[config.mk]
export PLATFORM = sky130hd
export DESIGN_NAME = sadc_top
export DESIGN_NICKNAME = d
export VERILOG_FILES = /design/src/hw/sadc_pkg.sv /design/src/hw/sadc_clkdiv.sv /design/src/hw/sadc_sar.sv /design/src/hw/sadc_top.sv
export VERILOG_INCLUDE_DIRS = /design/src /design/src/hw
export SDC_FILE = /design/constraint.sdc
export NUM_CORES = 1
export LEC_CHECK = 0
export ABC_AREA = 1
export ABC_CLOCK_PERIOD_IN_PS = 1700
export BUFFER_PORTS_ARGS = -buffer_cell sky130_fd_sc_hd__buf_4
export CAP_MARGIN = 20
export CORE_MARGIN = 2
export CORE_UTILIZATION = 45
export DETAILED_ROUTE_END_ITERATION = 16
export HOLD_SLACK_MARGIN = 0.15
export PLACE_DENSITY = 0.74
export SETUP_SLACK_MARGIN = 0.2
export SLEW_MARGIN = 20
export SYNTH_ARGS = -nofsm -noshare
export SYNTH_HDL_FRONTEND = slang
export SYNTH_HIERARCHICAL = 1
export SYNTH_SLANG_ARGS = --single-unit
[constraint.sdc]
create_clock -name clk_i -period 1.7 [get_ports clk_i]
set_input_delay 0.425 -clock clk_i [delete_from_list [all_inputs] [get_ports clk_i]]
set_output_delay 0.425 -clock clk_i [all_outputs]
set_load 0.05 [all_outputs]
[src/hw/sadc_consts.svh]
// Constants for the successive-approximation converter sequencer
// Overview of operation
// - Control bits seven to five choose one of eight analog channels.
// - Setting control bit zero begins a conversion.
// - Approximation register loads half scale 200h, then updates each step.
// - One selected channel converts at a time; selection may change between.
// - On finish, done flag bit three sets and result registers load together.
// - Completion raises an interrupt only when control bit four is one.
// - After storing a result the sequencer idles until the next start.
// - An unread result is overwritten by the next conversion.
// - Control bits two and one select the converter clock rate.
// - Each bit takes four converter clocks, plus ten set-up clocks.
// - Speed code 01 makes one converter clock four system clocks.
// - Upper eight result bits in high register, lower two in low register.
`ifndef SADC_CONSTS_SVH
`define SADC_CONSTS_SVH
// Control register keeps its printed index; the bus byte address is four times it
`define SADC_IDX_CTRL     10'h0fa
`define SADC_OFF_CTRL     12'h3e8
`define SADC_OFF_RES_HI   12'h100
`define SADC_OFF_RES_LO   12'h104
`define SADC_OFF_IRQ_STAT 12'h108
`define SADC_OFF_IRQ_MASK 12'h10c
`define SADC_OFF_SAR      12'h110
`define SADC_BIT_START    0
`define SADC_BIT_DONE     3
`define SADC_BIT_IEN      4
`define SADC_CH_LSB       5
`define SADC_SPD_LSB      1
`define SADC_CTRL_RESET   8'h00
`define SADC_SAR_HALF     10'h200
`define SADC_CLK_PER_BIT  4
`define SADC_SETUP_CLKS   10
`define SADC_DIV_SPD0     8
`define SADC_DIV_SPD1     4
`define SADC_DIV_SPD2     2
`define SADC_DIV_SPD3     1
`endif

[src/hw/sadc_pkg.sv]
// Types for the converter sequencer
package sadc_pkg;
    typedef enum logic [1:0] {
        SADC_IDLE  = 2'b00,
        SADC_SETUP = 2'b01,
        SADC_CONV  = 2'b10,
        SADC_STORE = 2'b11
    } sadc_state_t;
endpackage : sadc_pkg

[src/hw/sadc_clkdiv.sv]
// Converter clock enable divider
`timescale 1ns/100ps
`default_nettype none
`include "sadc_consts.svh"
module sadc_clkdiv (
    input  wire logic       clk_i,
    input  wire logic       nrst_i,
    input  wire logic       run_i,
    input  wire logic [1:0] speed_i,
    output logic            tick_o
);
    import sadc_pkg::*;
    logic [3:0] cnt_q;
    logic [3:0] div;

    function automatic logic [3:0] div_of(input logic [1:0] s);
        case (s)
            2'b00:   div_of = 4'(`SADC_DIV_SPD0);
            2'b01:   div_of = 4'(`SADC_DIV_SPD1);
            2'b10:   div_of = 4'(`SADC_DIV_SPD2);
            default: div_of = 4'(`SADC_DIV_SPD3);
        endcase
    endfunction

    assign div    = div_of(speed_i);
    // Code 01 gives one tick per four clocks
    assign tick_o = run_i && (cnt_q == div - 4'h1);

    always_ff @(posedge clk_i) begin
        if (!nrst_i || !run_i || tick_o) begin
            cnt_q <= 4'h0;
        end else begin
            cnt_q <= cnt_q + 4'h1;
        end
    end

    a_tick_spacing: assert property (@(posedge clk_i) disable iff (!nrst_i)
        (tick_o && speed_i == 2'b01 && run_i) ##1 (run_i && speed_i == 2'b01)[*4]
        |-> tick_o && !$past(tick_o, 1) && !$past(tick_o, 2) && !$past(tick_o, 3))
        else $error("converter tick spacing wrong for speed 01");
endmodule : sadc_clkdiv
`default_nettype wire

[src/hw/sadc_sar.sv]
// Successive approximation register
`timescale 1ns/100ps
`default_nettype none
`include "sadc_consts.svh"
module sadc_sar #(
    parameter int WIDTH = 10
) (
    input  wire logic             clk_i,
    input  wire logic             nrst_i,
    input  wire logic             load_i,
    input  wire logic             step_i,
    input  wire logic             cmp_i,
    output logic [WIDTH-1:0]      sar_o,
    output logic                  last_o
);
    import sadc_pkg::*;
    logic [WIDTH-1:0] sar_q;
    logic [WIDTH-1:0] trial_q;

    assign sar_o  = sar_q;
    assign last_o = trial_q[0];

    // Half scale load, one bit decided per step
    always_ff @(posedge clk_i) begin
        if (!nrst_i) begin
            sar_q   <= '0;
            trial_q <= '0;
        end else if (load_i) begin
            sar_q   <= WIDTH'(`SADC_SAR_HALF);
            trial_q <= WIDTH'(`SADC_SAR_HALF);
        end else if (step_i && trial_q != '0) begin
            sar_q <= (cmp_i ? sar_q : (sar_q & ~trial_q)) | (trial_q >> 1);
            trial_q <= trial_q >> 1;
        end
    end

    a_sar_half: assert property (@(posedge clk_i) disable iff (!nrst_i)
        load_i |=> sar_q == WIDTH'(`SADC_SAR_HALF))
        else $error("approximation register not at half scale after load");
endmodule : sadc_sar
`default_nettype wire

[src/hw/sadc_top.sv]
// Converter sequencer with APB register slave
`timescale 1ns/100ps
`default_nettype none
`include "sadc_consts.svh"
module sadc_top (
    input  wire logic        clk_i,
    input  wire logic        nrst_i,
    input  wire logic        psel_i,
    input  wire logic        penable_i,
    input  wire logic        pwrite_i,
    input  wire logic [11:0] paddr_i,
    input  wire logic [31:0] pwdata_i,
    output logic [31:0]      prdata_o,
    output logic             pready_o,
    output logic             pslverr_o,
    input  wire logic        cmp_i,
    output logic [2:0]       channel_o,
    output logic             converting_o,
    output logic [9:0]       dac_code_o,
    output logic             irq_o
);
    import sadc_pkg::*;

    sadc_state_t state_q;
    logic [7:0]  ctrl_q;
    logic [9:0]  result_q;
    logic        stat_q;
    logic        mask_q;
    logic [3:0]  phase_q;
    logic        tick;
    logic        wr;
    logic        rd;
    logic        sar_load;
    logic        sar_step;
    logic        sar_last;
    logic        finish;
    logic [9:0]  sar;
    logic [31:0] rdata;
    logic        hit;

    assign wr        = psel_i && penable_i && pwrite_i;
    assign rd        = psel_i && penable_i && !pwrite_i;
    assign pready_o  = 1'b1;
    assign pslverr_o = psel_i && penable_i && !hit;

    assign channel_o    = ctrl_q[`SADC_CH_LSB+2:`SADC_CH_LSB];
    assign converting_o = state_q != SADC_IDLE;
    assign dac_code_o   = sar;
    assign finish       = state_q == SADC_STORE;

    sadc_clkdiv u_div (
        .clk_i   (clk_i),
        .nrst_i  (nrst_i),
        .run_i   (converting_o),
        .speed_i (ctrl_q[`SADC_SPD_LSB+1:`SADC_SPD_LSB]),
        .tick_o  (tick)
    );

    sadc_sar #(.WIDTH(10)) u_sar (
        .clk_i  (clk_i),
        .nrst_i (nrst_i),
        .load_i (sar_load),
        .step_i (sar_step),
        .cmp_i  (cmp_i),
        .sar_o  (sar),
        .last_o (sar_last)
    );

    assign sar_load = state_q == SADC_IDLE && ctrl_q[`SADC_BIT_START];
    // Bit decided on fourth converter clock
    assign sar_step = state_q == SADC_CONV && tick
                      && phase_q == 4'(`SADC_CLK_PER_BIT - 1);

    // Set-up then four clocks per bit
    always_ff @(posedge clk_i) begin
        if (!nrst_i) begin
            state_q <= SADC_IDLE;
            phase_q <= 4'h0;
        end else begin
            case (state_q)
                SADC_IDLE: begin
                    phase_q <= 4'h0;
                    if (sar_load) begin
                        state_q <= SADC_SETUP;
                    end
                end
                SADC_SETUP: begin
                    if (tick) begin
                        if (phase_q == 4'(`SADC_SETUP_CLKS - 1)) begin
                            phase_q <= 4'h0;
                            state_q <= SADC_CONV;
                        end else begin
                            phase_q <= phase_q + 4'h1;
                        end
                    end
                end
                SADC_CONV: begin
                    if (tick) begin
                        phase_q <= (phase_q == 4'(`SADC_CLK_PER_BIT - 1)) ? 4'h0
                                                                          : phase_q + 4'h1;
                        if (sar_step && sar_last) begin
                            state_q <= SADC_STORE;
                        end
                    end
                end
                SADC_STORE: state_q <= SADC_IDLE;
                default:    state_q <= SADC_IDLE;
            endcase
        end
    end

    // Control register: channel, enable, speed, start, done flag
    always_ff @(posedge clk_i) begin
        if (!nrst_i) begin
            ctrl_q <= `SADC_CTRL_RESET;
        end else begin
            if (wr && paddr_i == `SADC_OFF_CTRL) begin
                ctrl_q[7:4] <= pwdata_i[7:4];
                ctrl_q[2:0] <= pwdata_i[2:0];
                // Zero write clears the done flag
                if (!pwdata_i[`SADC_BIT_DONE]) begin
                    ctrl_q[`SADC_BIT_DONE] <= 1'b0;
                end
            end
            if (sar_load) begin
                ctrl_q[`SADC_BIT_START] <= 1'b0;
            end
            // Done flag set wins over clear
            if (finish) begin
                ctrl_q[`SADC_BIT_DONE] <= 1'b1;
            end
        end
    end

    // Result stored with flag; unread result overwritten
    always_ff @(posedge clk_i) begin
        if (!nrst_i) begin
            result_q <= 10'h000;
        end else if (finish) begin
            result_q <= sar;
        end
    end

    // Interrupt status and mask
    always_ff @(posedge clk_i) begin
        if (!nrst_i) begin
            stat_q <= 1'b0;
            mask_q <= 1'b0;
        end else begin
            if (wr && paddr_i == `SADC_OFF_IRQ_MASK) begin
                mask_q <= pwdata_i[0];
            end
            if (finish) begin
                stat_q <= 1'b1;
            end else if (wr && paddr_i == `SADC_OFF_IRQ_STAT && pwdata_i[0]) begin
                stat_q <= 1'b0;
            end
        end
    end

    // Request gated by interrupt enable bit
    assign irq_o = stat_q && mask_q && ctrl_q[`SADC_BIT_IEN];

    // Result split high eight and low two
    always_comb begin
        hit   = 1'b1;
        rdata = 32'h0000_0000;
        case (paddr_i)
            `SADC_OFF_CTRL:     rdata[7:0] = ctrl_q;
            `SADC_OFF_RES_HI:   rdata[7:0] = result_q[9:2];
            `SADC_OFF_RES_LO:   rdata[1:0] = result_q[1:0];
            `SADC_OFF_IRQ_STAT: rdata[0]   = stat_q;
            `SADC_OFF_IRQ_MASK: rdata[0]   = mask_q;
            `SADC_OFF_SAR:      rdata[9:0] = sar;
            default:            hit        = 1'b0;
        endcase
    end

    always_ff @(posedge clk_i) begin
        if (!nrst_i) begin
            prdata_o <= 32'h0000_0000;
        end else if (psel_i && !penable_i && !pwrite_i) begin
            prdata_o <= rdata;
        end
    end

    // Channel follows bits seven to five
    a_chan_select: assert property (@(posedge clk_i) disable iff (!nrst_i)
        channel_o == ctrl_q[7:5])
        else $error("channel output differs from control bits");
    a_start_launch: assert property (@(posedge clk_i) disable iff (!nrst_i)
        (state_q == SADC_IDLE && ctrl_q[0]) |=> state_q == SADC_SETUP)
        else $error("start bit did not launch a conversion");
    a_start_clear: assert property (@(posedge clk_i) disable iff (!nrst_i)
        sar_load && !(wr && paddr_i == `SADC_OFF_CTRL) |=> !ctrl_q[0])
        else $error("start bit not cleared after launch");
    a_done_result: assert property (@(posedge clk_i) disable iff (!nrst_i)
        finish |=> ctrl_q[3] && result_q == $past(sar))
        else $error("done flag or result not updated at finish");
    a_store_idle: assert property (@(posedge clk_i) disable iff (!nrst_i)
        finish |=> state_q == SADC_IDLE)
        else $error("sequencer not idle after store");
    a_irq_enable: assert property (@(posedge clk_i) disable iff (!nrst_i)
        !ctrl_q[4] |-> !irq_o)
        else $error("interrupt raised while disabled");
    a_done_keep: assert property (@(posedge clk_i) disable iff (!nrst_i)
        (ctrl_q[3] && wr && paddr_i == `SADC_OFF_CTRL && pwdata_i[3]) |=> ctrl_q[3])
        else $error("done flag lost on write of one");
    // Set-up occupies ten converter clocks before bits
    a_setup_len: assert property (@(posedge clk_i) disable iff (!nrst_i)
        (state_q == SADC_SETUP && tick && phase_q != 4'd9) |=> state_q == SADC_SETUP)
        else $error("set-up period left early");
    // Channel cannot change during a conversion without a write
    a_chan_steady: assert property (@(posedge clk_i) disable iff (!nrst_i)
        (converting_o && !wr) |=> $stable(channel_o))
        else $error("channel changed without a write");

    c_launch: cover property (@(posedge clk_i) disable iff (!nrst_i) sar_load);
    c_finish: cover property (@(posedge clk_i) disable iff (!nrst_i) finish);
    c_irq:    cover property (@(posedge clk_i) disable iff (!nrst_i) irq_o);
endmodule : sadc_top
`default_nettype wire

* Yosys cells after proc, flatten, opt, wreduce, memory -nomap -nowiden *
Index checks and enable logic that the tools add are counted.

storage, ports and cells
  register bits after elaboration = 60
  output and inout port bits = 49

operators by class
  equal/unequal tests = 20
  reduce and logical (&&, ||, !) cells = 37
  multiplexer cells = 27
  add/subtract/negate cells = 3
  bitwise logic cells = 4

operators by type and width
  cell                    number
  $eq A12 B9 Y1 const B   5
  $mux W10                5
  $pmux W4 S3             2
  $mux W4                 5
  $pmux W6 S3             1
  $logic_and A1 B1 Y1     17
  $eq A12 B10 Y1 const B  1
  $mux W2                 6
  $and A10 B10 Y10        1
  $not A10 Y10            1
  $or A10 B9 Y10          1
  $reduce_bool A10 Y1     1
  $add A4 B1 Y4 const B   2
  $ne A2 B2 Y1 const B    4
  $pmux W2 S4             1
  $reduce_bool A2 Y1      4
  $eq A2 B2 Y1 const B    3
  $pmux W1 S6             1
  $reduce_or A6 Y1        1
  $logic_not A1 Y1        5
  $mux W1                 5
  $reduce_and A5 Y1       1
  $eq A2 B1 Y1 const B    2
  $eq A4 B2 Y1 const B    1
  other kinds (12)        15

* Logic depth before layout (Yosys ltp) *
Gate-level depths: netlist (run 1).

  depth after elaboration = 11
  mapped depth = 13
  depth with buffers taken out = 12

* Hierarchy *
The synthesis (run 1) kept the hierarchy.

modules (own cells, without submodules)
  module       times used  area each (µm²)  cells an instance  seq. area each (µm²)
  sadc_top     1           2,260.9          310                720.7
  sadc_sar     1           918.4            127                400.4
  sadc_clkdiv  1           231.5            36                 80.1

* Least setup slack after synthesis (run 1) *
Ideal clock, no wire load.

  path kind = input to output
  start point = input port paddr_i[8]
  end point = output port pslverr_o
  stages = 7
  data arrival time = 1,869 ps
  slack = -594 ps
  buffers on the path = 0
  path through = inv_1 > nor2_2 > nand2_2 > nor2_4 > nand2_1 > nand4_1 > nor3_1

between the ends
  word-level cells in the longest chain between the ends = 5

RTL lines
  what                                             line             source
  start, declared                                  sadc_top.sv:11   input wire logic [11:0] paddr_i,
  $eq A12 B10 Y1 or $eq A12 B9 Y1 (tied branches)  sadc_top.sv:168  case (paddr_i)
  $reduce_or A6 Y1 (no source line) (*)            --
  $mux W1 (*)                                      sadc_top.sv:168
  $logic_not A1 Y1 (*)                             sadc_top.sv:44   assign pslverr_o = psel_i && penable_i && !hit;
  $logic_and A1 B1 Y1 (*)                          sadc_top.sv:44
  end, declared                                    sadc_top.sv:15   output logic pslverr_o,

Every way passes the cells marked *; elsewhere a longest branch is shown, timed or not.

* Worst setup path after layout (run 1) *
  start point = input port paddr_i[6]
  end point = output port pslverr_o

The elaborated chain is that of the path after synthesis.

==> results.cfg, run 1 <==
[worst_setup_path]
crit_arrival_ns = 1.37
required_ns = 1.27
critical_path.reg2reg.startpoint = state_q[1]
path_max_fanout = 2
worst_r2r_endpoint = u_sar/trial_q[0]
r2r_slack_ns = -0.05
setup.worst_path.start_class = input port
r2r_depth = 12
worst_setup_path_end_kind = output pin
critical_path_class = input port to output pin

[timing]
fin_setup_tns_ns = -0.802
postLayoutSetupSlackWorst_ns = -0.0903
timing.final.crit_share_pct = 105
final-hold-violation-count = 0
slew_headroom_pct = 65.4
maxClockFrequency_ghz = 0.559
final.min_clock_period_ns = 1.79
worst_clock_skew_ns = 0.00911
timing_max_transition_violations_final = 0
tightestPinTransition_ns = 0.519
total_setup_violations_reported_at_the_end_of_the_flow = 21
setup_repair_after_global_routing_missed_its_margin = true

[finish]
final_cell_count_no_fill = 674
fill_cells = 610
final_layout_size_suffix_gt1_share_pct = 41.0
num-nets-final = 627
antennaDiodeCount = 0
area_delta_synth_final_pct = 38.4
postLayoutCoreUtil_pct = 64.7

[die]
dieHeight_um = 91.1
floorplan.die_area_sq_um = 8290
floorplan.io_pins = 99
chipWidth_um = 91.1
initial_standard_cell_utilization_of_the_core_pct = 46.8
rows = 31
core_area_sq_um = 7290

[global_route]
largest_net_degree_at_the_start_of_global_routing = 28
grt_pass1_wl_um = 15000
grt_overflow = 0
antenna_found_initial = 0
grt_use_total_pct = 22.2
via_count_of_the_first_global_routing_pass = 3249

[status]
outcome = finished with violations
failed_checks = negative setup slack

[clock_network]
h-tree-depth = 3
clock_sinks = 60
clockBufferDepth = 2
cts_hold_repair.buffers = 0
cts_tree = yes
cts_root_buf = sky130_fd_sc_hd__clkbuf_8
insertion_delay_ns = 0.34
clk_pin_slew_worst_paths_ns = 0.06
cts_inserted_buffers = 9

[placement]
io_buffers = 51
pre_cts_ws_ns = -0.187
place.detailed.hpwl_um = 6220
placedCellCount = 645
place.gp.congestion = 0.864

[yosys]
synth_cell_types = 39
yosys_warnings = 6
top_cell_type_by_total_area_after_synthesis = sky130_fd_sc_hd__dfxtp_1
synth_seq_area_share_pct = 35.2
synth_area_leaders = sky130_fd_sc_hd__dfxtp_1, sky130_fd_sc_hd__nand2_1, sky130_fd_sc_hd__buf_4
yosysTopAreaCellShare_pct = 35.2
ff_latch_count_synth = 60
syn_area_per_cell_sq_um = 7.21
netlist_area_sq_um = 3410
syn-instance-count = 473

[power]
worst_ir_drop_vdd_uv = 440
power_density_nw_per_um2 = 780
switchingPower_w = 0.00110
power.static_leakage_nw = 2.06
sw_frac_of_total_pct = 29.8
clockPowerShare_pct = 35.2
power.share.combinational_pct = 24.1
internal-power_w = 0.00258
seq_power_share_pct = 40.7

[detailed_routing]
routed-via-count = 3374
routed_wire_length_per_instance_um = 13.3
route.antenna.remaining_nets = 0
drt_pass1_iterations = 4
routed_via_density = 5.01
drt_iter0_markers = 216
number_of_remaining_drc_errors = 0
routed_wirelength_um = 8990

[job]
max_cap_violations = 0

[min_path]
holdCritPathClass = input port to flop
worst_hold_path.endpoint = ctrl_q[5]
timing.hold.worst.start = pwdata_i[5]
worst_hold_path.num_cells = 3
## per-layer routing
metal  share of wire [%]  track usage [%]  vias up
met5                   0                0        -
met4                 1.6             7.83        0
met3                 6.2             4.15       18
met2                  51             39.4      124
met1                  42             26.7     1553
li1                    -                -     1679
## synthesized netlist by cell type
cell type / count
sky130_fd_sc_hd__a21oi_1: 29
sky130_fd_sc_hd__a21oi_2: 16
sky130_fd_sc_hd__a31oi_1: 1
sky130_fd_sc_hd__and3_1: 1
sky130_fd_sc_hd__and3_2: 1
sky130_fd_sc_hd__buf_1: 1
sky130_fd_sc_hd__buf_12: 1
sky130_fd_sc_hd__buf_2: 1
sky130_fd_sc_hd__buf_4: 26
sky130_fd_sc_hd__buf_6: 5
sky130_fd_sc_hd__clkbuf_1: 5
sky130_fd_sc_hd__conb_1: 2
sky130_fd_sc_hd__dfxtp_1: 60
sky130_fd_sc_hd__ha_1: 7
sky130_fd_sc_hd__inv_1: 49
sky130_fd_sc_hd__inv_2: 6
sky130_fd_sc_hd__inv_4: 1
sky130_fd_sc_hd__nand2_1: 98
sky130_fd_sc_hd__nand2_2: 6
sky130_fd_sc_hd__nand2_4: 2
sky130_fd_sc_hd__nand3_1: 34
sky130_fd_sc_hd__nand3_2: 3
sky130_fd_sc_hd__nand3_4: 1
sky130_fd_sc_hd__nand3b_1: 1
sky130_fd_sc_hd__nand4_1: 9
sky130_fd_sc_hd__nor2_1: 41
sky130_fd_sc_hd__nor2_2: 4
sky130_fd_sc_hd__nor2_4: 4
sky130_fd_sc_hd__nor2_8: 2
sky130_fd_sc_hd__nor3_1: 6
sky130_fd_sc_hd__nor3_2: 4
sky130_fd_sc_hd__o21a_1: 1
sky130_fd_sc_hd__o21ai_0: 31
sky130_fd_sc_hd__o21ai_1: 7
sky130_fd_sc_hd__o21ai_2: 2
sky130_fd_sc_hd__o22ai_1: 1
sky130_fd_sc_hd__or2_1: 1
sky130_fd_sc_hd__xnor2_1: 1
sky130_fd_sc_hd__xor2_1: 2
## area by class of cell
type / count / area (sq um) / share of cell area [%]
Tap cell: 99 / 124 / 2.62
Sequential cell: 60 / 1210 / 25.7
Timing Repair inverter: 1 / 8.76 / 0.186
Clock buffer: 12 / 155 / 3.29
Timing Repair Buffer: 103 / 868 / 18.4
Clock inverter: 4 / 47.5 / 1.01
Inverter: 56 / 229 / 4.85
Multi-Input combinational cell: 339 / 2070 / 43.9
## cell families (layout without fill, tap and decap cells)
logic type,Yosys count,in the layout,synth area share (%)
AOI/OAI and AO/OA,88,88,15.0
xor gates and xnor gates,3,3,0.771
buffers and inverters,95,176,15.0
other,2,23,0.220
adders and majority gates,7,7,2.57
DFF,60,60,35.2
and+or+nand+nor,218,218,31.2
## repair_timing
action	4_1_cts	5_1_grt
setup endpoints to repair	28	32
setup buffers	5	4
cloned	3	1
endpoints found under the hold margin	0	0
gates resized for setup	58	35
pin swaps	10	8
## critical path, cell delays in order
cell and delay, ns:
sky130_fd_sc_hd__buf_4 0.13, sky130_fd_sc_hd__nor2_4 0.14, sky130_fd_sc_hd__nand3_2 0.13, sky130_fd_sc_hd__nor2_4 0.12
sky130_fd_sc_hd__nand2_2 0.06, sky130_fd_sc_hd__nand4_1 0.16, sky130_fd_sc_hd__nor3_4 0.05, sky130_fd_sc_hd__buf_6 0.16
## worst max path at each step
stage / start / slack (ns) / to / depth (start not counted)
finish: paddr_i[6] / -0.09 / pslverr_o / 8
global route: state_q[0] / -0.14 / u_sar/sar_o[7] / 12
CTS: paddr_i[8] / -0.13 / pslverr_o / 9
detailed placement: paddr_i[11] / -0.19 / pslverr_o / 8
global placement: paddr_i[11] / -0.14 / pslverr_o / 8
floorplan: state_q[1] / -0.14 / u_sar/sar_o[5] / 13
## metrics by stage
stage / hold WS [ns] / power, W / cell area (sq um)
6_report: 0.349 / 0.00368 / 4720
3_3_place_gp: 0.458 / 0.00220 / 4050
2_1_floorplan: 0.438 / 0.00202 / 3540
3_5_place_dp: 0.462 / 0.00222 / 4050
5_1_grt: 0.364 / 0.00383 / 4720
4_1_cts: 0.339 / 0.00361 / 4550
## power by group through the flow
stage               sequential (W)  clock [W]  combinational, W
floorplan                  0.00154          0          0.000486
global placement           0.00153          0          0.000672
detailed placement         0.00153          0          0.000691
CTS                        0.00150    0.00132          0.000788
global route               0.00151    0.00138          0.000952
finish                     0.00150    0.00130          0.000888
## state kept, by name, indices dropped and copies added (netlist names)
signal and flops:
u_div/cnt_q 4, stat_q 1, u_sar/sar_o 10, u_sar/trial_q 10, ctrl_q 8, mask_q 1, prdata_o 10, result_q 10
state_q 2, phase_q 4
## layout by cell type, fill, tap and decap left out, types with 5 or more instances in the layout
cell                       Yosys  routed
sky130_fd_sc_hd__buf_4        26      94
sky130_fd_sc_hd__nand2_4       2      19
sky130_fd_sc_hd__nand4_1       9       9
sky130_fd_sc_hd__nor2_4        4       7
sky130_fd_sc_hd__a21oi_2      16      27
sky130_fd_sc_hd__nand3_1      34      34
sky130_fd_sc_hd__a21oi_1      29      18
sky130_fd_sc_hd__inv_1        49      42
sky130_fd_sc_hd__conb_1        2      23
sky130_fd_sc_hd__o21ai_2       2       5
sky130_fd_sc_hd__dfxtp_1      60      49
sky130_fd_sc_hd__nor3_2        4       6
sky130_fd_sc_hd__nor2_2        4       5
sky130_fd_sc_hd__nand2_1      98      78
sky130_fd_sc_hd__nor2_1       41      37
sky130_fd_sc_hd__inv_2         6      11
sky130_fd_sc_hd__o21ai_0      31      28
sky130_fd_sc_hd__clkbuf_8      0      11
sky130_fd_sc_hd__nand2_2       6       8
sky130_fd_sc_hd__dfxtp_2       0      11
sky130_fd_sc_hd__o21ai_1       7       7
Power figures use the tool's default switching activity.
==> run 2: changes to the inputs <==
SETUP_SLACK_MARGIN = unset   (was 0.2)
==> results.cfg, run 2 (synthesis results as in run 1) <==
[die]
floorplan.io_pins = 99
floorplan.die_area_sq_um = 8290
initial_standard_cell_utilization_of_the_core_pct = 46.8
rows = 31
chipWidth_um = 91.1
core_area_sq_um = 7290
dieHeight_um = 91.1

[timing]
timing_max_transition_violations_final = 0
fin_setup_tns_ns = -0.198
timing.final.crit_share_pct = 106
final.min_clock_period_ns = 1.80
final-hold-violation-count = 0
setup_repair_after_global_routing_missed_its_margin = true
postLayoutSetupSlackWorst_ns = -0.104
tightestPinTransition_ns = 0.607
maxClockFrequency_ghz = 0.554
slew_headroom_pct = 59.2
worst_clock_skew_ns = 0.0110
total_setup_violations_reported_at_the_end_of_the_flow = 9

[power]
clockPowerShare_pct = 36.0
switchingPower_w = 0.00113
power.total_w = 0.00368
sw_frac_of_total_pct = 30.7
worst_ir_drop_vdd_uv = 396
power_density_nw_per_um2 = 782
internal-power_w = 0.00255
power.share.combinational_pct = 23.2
power.static_leakage_nw = 2.07
seq_power_share_pct = 40.9

[placement]
place.detailed.hpwl_um = 6210
place.gp.congestion = 0.860
io_buffers = 51
dpl-instance-area_sq_um = 4070

[global_route]
grt_pass1_wl_um = 14300
antenna_found_initial = 0
globalRouteMet1Util_pct = 26.1
grt_use_total_pct = 21.0
grt.busiest_layer = met2
globalRouteMet2Util_pct = 35.2
largest_net_degree_at_the_start_of_global_routing = 20
grtUsageMet3_pct = 4.90
via_count_of_the_first_global_routing_pass = 3152
grt_overflow = 0

[worst_setup_path]
path_max_fanout = 2
critical-path-top-cell-by-count = sky130_fd_sc_hd__nor2_4
slowest_delay_ns = 0.15
required_ns = 1.27
r2r_depth = 12
worst_setup_path_end_kind = output pin
setup.worst_path.start_class = input port
crit_slowest_cell = sky130_fd_sc_hd__nor2_4
cp.depth = 8
crit_buf_inv = 2
crit_arrival_ns = 1.38
critical_path.cell_chain = buf_4 -> nor2_4 -> nand3_2 -> nor2_4 -> nand2_2 -> nand4_1 -> nor3_4 -> buf_6
cpLargestDelayFamily = simple AND/OR/NAND/NOR gates
critical_path_class = input port to output pin

[clock_network]
insertion_delay_ns = 0.34
cts_hold_repair.buffers = 0
cts_inserted_buffers = 9
cts_root_buf = sky130_fd_sc_hd__clkbuf_8
clk_pin_slew_worst_paths_ns = 0.07
h-tree-depth = 3
clock_sinks = 60
clockBufferDepth = 2
cts_tree = yes

[finish]
stdcell_area_sq_um = 4700
area_delta_synth_final_pct = 37.9
postLayoutCoreUtil_pct = 64.5
multiInputGateArea_sq_um = 2040
layout.cells.most_common = sky130_fd_sc_hd__buf_4
final_layout_size_suffix_gt1_share_pct = 38.5
fill_cells = 605
seq_area_sq_um = 1200
layout.cells.most_common_list = sky130_fd_sc_hd__buf_4, sky130_fd_sc_hd__nand2_1, sky130_fd_sc_hd__dfxtp_1
antennaDiodeCount = 0
num-nets-final = 631

[min_path]
holdCritPathClass = input port to flop
worst_hold_path.num_cells = 3

[detailed_routing]
routed_wire_length_per_instance_um = 14.0
route.antenna.remaining_nets = 0
routed_wirelength_um = 9520
number_of_remaining_drc_errors = 0
routed-via-count = 3425
routed_via_density = 5.05
drt_iter0_markers = 188
drt_pass1_iterations = 4

[job]
max_cap_violations = 0

[status]
failed_checks = negative setup slack
outcome = finished with violations
run 2: layout make-up:
cell class	instances	share of cell area [%]
Clock buffer	12	3.30
Clock inverter	4	1.01
Inverter	56	4.98
Multi-Input combinational cell	339	43.3
Sequential cell	60	25.6
Tap cell	99	2.63
Timing Repair Buffer	108	19.2
run 2: worst paths after layout:
path                                  endpoint  slack [ns]        start
worst max-delay path                 pslverr_o       -0.10   paddr_i[6]
worst min-delay path                 ctrl_q[5]        0.33  pwdata_i[5]
worst max register to register  u_sar/sar_o[3]       -0.03   state_q[0]
worst min register to register     prdata_o[5]        0.47  prdata_o[5]
run 2: power by group through the flow:
stage	clock network, W	registers, W	logic [W]
floorplan	0	0.00154	0.000486
global placement	0	0.00153	0.000649
detailed placement	0	0.00153	0.000667
CTS	0.00133	0.00150	0.000718
global route	0.00140	0.00151	0.000910
finish	0.00132	0.00150	0.000851
run 2: timing repair:
action,in CTS,in global routing
buffers inserted,5,8
gates cloned,0,3
endpoints found under the setup margin,13,26
resized for setup,10,63
pin swaps,8,26
run 2: metal layers:
layer,vias up,routed length [um]
met3,24,621
li1,1688,-
met4,0,231
met5,-,0
met2,141,4810
met1,1572,3860
run 2: tightest hold or removal path, stage by stage:
cell and delay (ns):
sky130_fd_sc_hd__buf_4 0.08, sky130_fd_sc_hd__o21ai_2 0.05, sky130_fd_sc_hd__a21oi_2 0.08
run 2: per-stage QoR:
stage / hold WS (ns) / cells / setup slack (ns)
2_1_floorplan: 0.438 / 494 / -0.142
3_3_place_gp: 0.460 / 646 / -0.148
3_5_place_dp: 0.459 / 646 / -0.150
4_1_cts: 0.327 / 667 / -0.0975
5_1_grt: 0.338 / 678 / -0.170
6_report: 0.334 / 678 / -0.104
==> run 3: changes to the inputs <==
ABC_AREA = 0   (was 1)
CORE_ASPECT_RATIO = 0.6   (was unset)
==> results.cfg, run 3 <==
[yosys]
netlist_area_sq_um = 3170
top_cell_type_by_total_area_after_synthesis = sky130_fd_sc_hd__dfxtp_1
syn_area_per_cell_sq_um = 8.74
synth_top_cells_by_count = sky130_fd_sc_hd__dfxtp_1, sky130_fd_sc_hd__a21oi_1, sky130_fd_sc_hd__nand2_1
synth_seq_area_share_pct = 37.9
yosys_warnings = 6
synth_cell_types = 60
synth_area_leaders = sky130_fd_sc_hd__dfxtp_1, sky130_fd_sc_hd__buf_4, sky130_fd_sc_hd__a21oi_1
syn-instance-count = 363
ff_latch_count_synth = 60
synth_async_sr_flop_share_pct = 0
most_used_dff_post_synth = sky130_fd_sc_hd__dfxtp_1
yosysTopAreaCellShare_pct = 37.9
most_frequent_cell_after_synthesis = sky130_fd_sc_hd__dfxtp_1
synth_enable_flop_cells = 0

[die]
core_area_sq_um = 6730
floorplan.io_pins = 99
dieHeight_um = 69.0
rows = 23
floorplan.die_area_sq_um = 7760
initial_standard_cell_utilization_of_the_core_pct = 47.1
chipWidth_um = 112

[worst_setup_path]
r2r_slack_ns = -0.26
setup.worst_path.start_class = flop
critical_path_class = flop to flop
required_ns = 1.93
worst_setup_path_end_kind = flop
crit_arrival_ns = 2.18
path_max_fanout = 4

[detailed_routing]
routed_wire_length_per_instance_um = 15.4
routed_via_density = 5.27
drt_pass1_iterations = 4
number_of_remaining_drc_errors = 0
route.antenna.remaining_nets = 0
drt_iter0_markers = 128
routed_wirelength_um = 8440
routed-via-count = 2890

[timing]
worst_hold_slack_ns = 0.356
postLayoutSetupSlackWorst_ns = -0.255
final.min_clock_period_ns = 1.96
worst_clock_skew_ns = 0.00380
timing_max_transition_violations_final = 0
maxClockFrequency_ghz = 0.511
total_setup_violations_reported_at_the_end_of_the_flow = 27
timing.final.crit_share_pct = 115
setup_repair_after_global_routing_missed_its_margin = true
final-hold-violation-count = 0
fin_setup_tns_ns = -4.48

[placement]
place.gp.congestion = 0.820
place.detailed.hpwl_um = 6030
io_buffers = 51

[global_route]
grt_pass1_wl_um = 13400
grt_overflow = 0
largest_net_degree_at_the_start_of_global_routing = 21
via_count_of_the_first_global_routing_pass = 2778
antenna_found_initial = 0
grt_use_total_pct = 22.0

[power]
worst_ir_drop_vdd_uv = 686
power_density_nw_per_um2 = 849
power.static_leakage_nw = 1.76
power.total_w = 0.00378

[clock_network]
h-tree-depth = 3
clockBufferDepth = 2
clock_sinks = 60
cts_root_buf = sky130_fd_sc_hd__clkbuf_16
cts_tree = yes
clk_pin_slew_worst_paths_ns = 0.05
insertion_delay_ns = 0.33
cts_inserted_buffers = 9

[finish]
final_layout_size_suffix_gt1_share_pct = 39.9
layout.cells.most_common = sky130_fd_sc_hd__buf_4
postLayoutCoreUtil_pct = 66.1
antennaDiodeCount = 0
layout.cells.most_common_list = sky130_fd_sc_hd__buf_4, sky130_fd_sc_hd__dfxtp_1, sky130_fd_sc_hd__nand3_1
num-nets-final = 513
area_delta_synth_final_pct = 40.3

[status]
outcome = finished with violations
failed_checks = negative setup slack

[job]
max_cap_violations = 0

[min_path]
holdCritPathClass = input port to flop
run 3: cell type report:
cell class / count / area [sq um]
clock buffers: 9 / 225
clock inverters: 7 / 115
fillers: 527 / 2280
inverters: 17 / 67.6
multi-input cells: 268 / 1900
flip-flops and latches: 60 / 1200
well taps: 87 / 109
repair buffers: 100 / 826
run 3: report_power, final:
group	total (W)	internal, W	switching (W)
Combinational	0.000296	0.0000867	0.000210
Sequential	0.00141	0.00141	0.0000000743
Clock	0.00207	0.00142	0.000651
Total	0.00378	0.00292	0.000861
run 3: worst max-delay path: stages, from the launching register on:
cell,delay [ns]
sky130_fd_sc_hd__dfxtp_2,0.33
sky130_fd_sc_hd__inv_2,0.05
sky130_fd_sc_hd__ha_4,0.16
sky130_fd_sc_hd__clkinvlp_4,0.07
sky130_fd_sc_hd__inv_2,0.04
sky130_fd_sc_hd__a2111oi_4,0.22
sky130_fd_sc_hd__and2_4,0.22
sky130_fd_sc_hd__nand2_4,0.05
sky130_fd_sc_hd__nor3_4,0.15
sky130_fd_sc_hd__buf_6,0.17
sky130_fd_sc_hd__nand2_4,0.05
sky130_fd_sc_hd__o21a_1,0.16
sky130_fd_sc_hd__o21a_1,0.16
run 3: path summary, 6_finish.rpt:
check	start	end	cells after the start
setup / recovery	state_q[0]	u_sar/sar_o[9]	12
hold / removal	pwdata_i[5]	ctrl_q[5]	3
setup reg to reg	state_q[0]	u_sar/sar_o[9]	12
hold reg to reg	prdata_o[9]	prdata_o[9]	2
run 3: kinds of logic (layout without fill, tap and decap cells):
| group | count (synthesis) | in the layout | share of synthesized area, % |
|---|---|---|---|
| DFF | 60 | 60 | 37.9 |
| AOI/OAI and AO/OA | 89 | 89 | 18.7 |
| other | 2 | 23 | 0.237 |
| buffers and inverters | 57 | 133 | 11.7 |
| adders and majority gates | 7 | 7 | 2.76 |
| muxes | 14 | 14 | 4.81 |
| and+or+nand+nor | 130 | 131 | 22.8 |
| xor gates and xnor gates | 4 | 4 | 1.10 |
run 3: what timing repair did:
item | in CTS | in global routing
gates resized for setup | 23 | 22
setup buffers | 4 | 2
pin swaps | 11 | 14
hold buffers | 0 | 0
setup endpoints to repair | 28 | 28
cloned | 1 | 2
run 3: layer usage:
metal  vias up  part of all wire, %  global-route usage (%)
met5         -                    0                       0
met4         0                 0.56                    5.83
met3         6                  7.6                    8.27
met2        86                   45                    33.5
met1      1365                   46                    29.4
li1       1433                    -                       -
run 3: metrics by stage:
step                      setup WS (ns)  instance area, sq um  std cells
after floorplan                  -0.450                  3350        384
after global placement           -0.356                  3860        525
after detailed placement         -0.444                  3860        525
after CTS                        -0.233                  4310        545
after global routing             -0.366                  4450        548
final                            -0.255                  4450        548
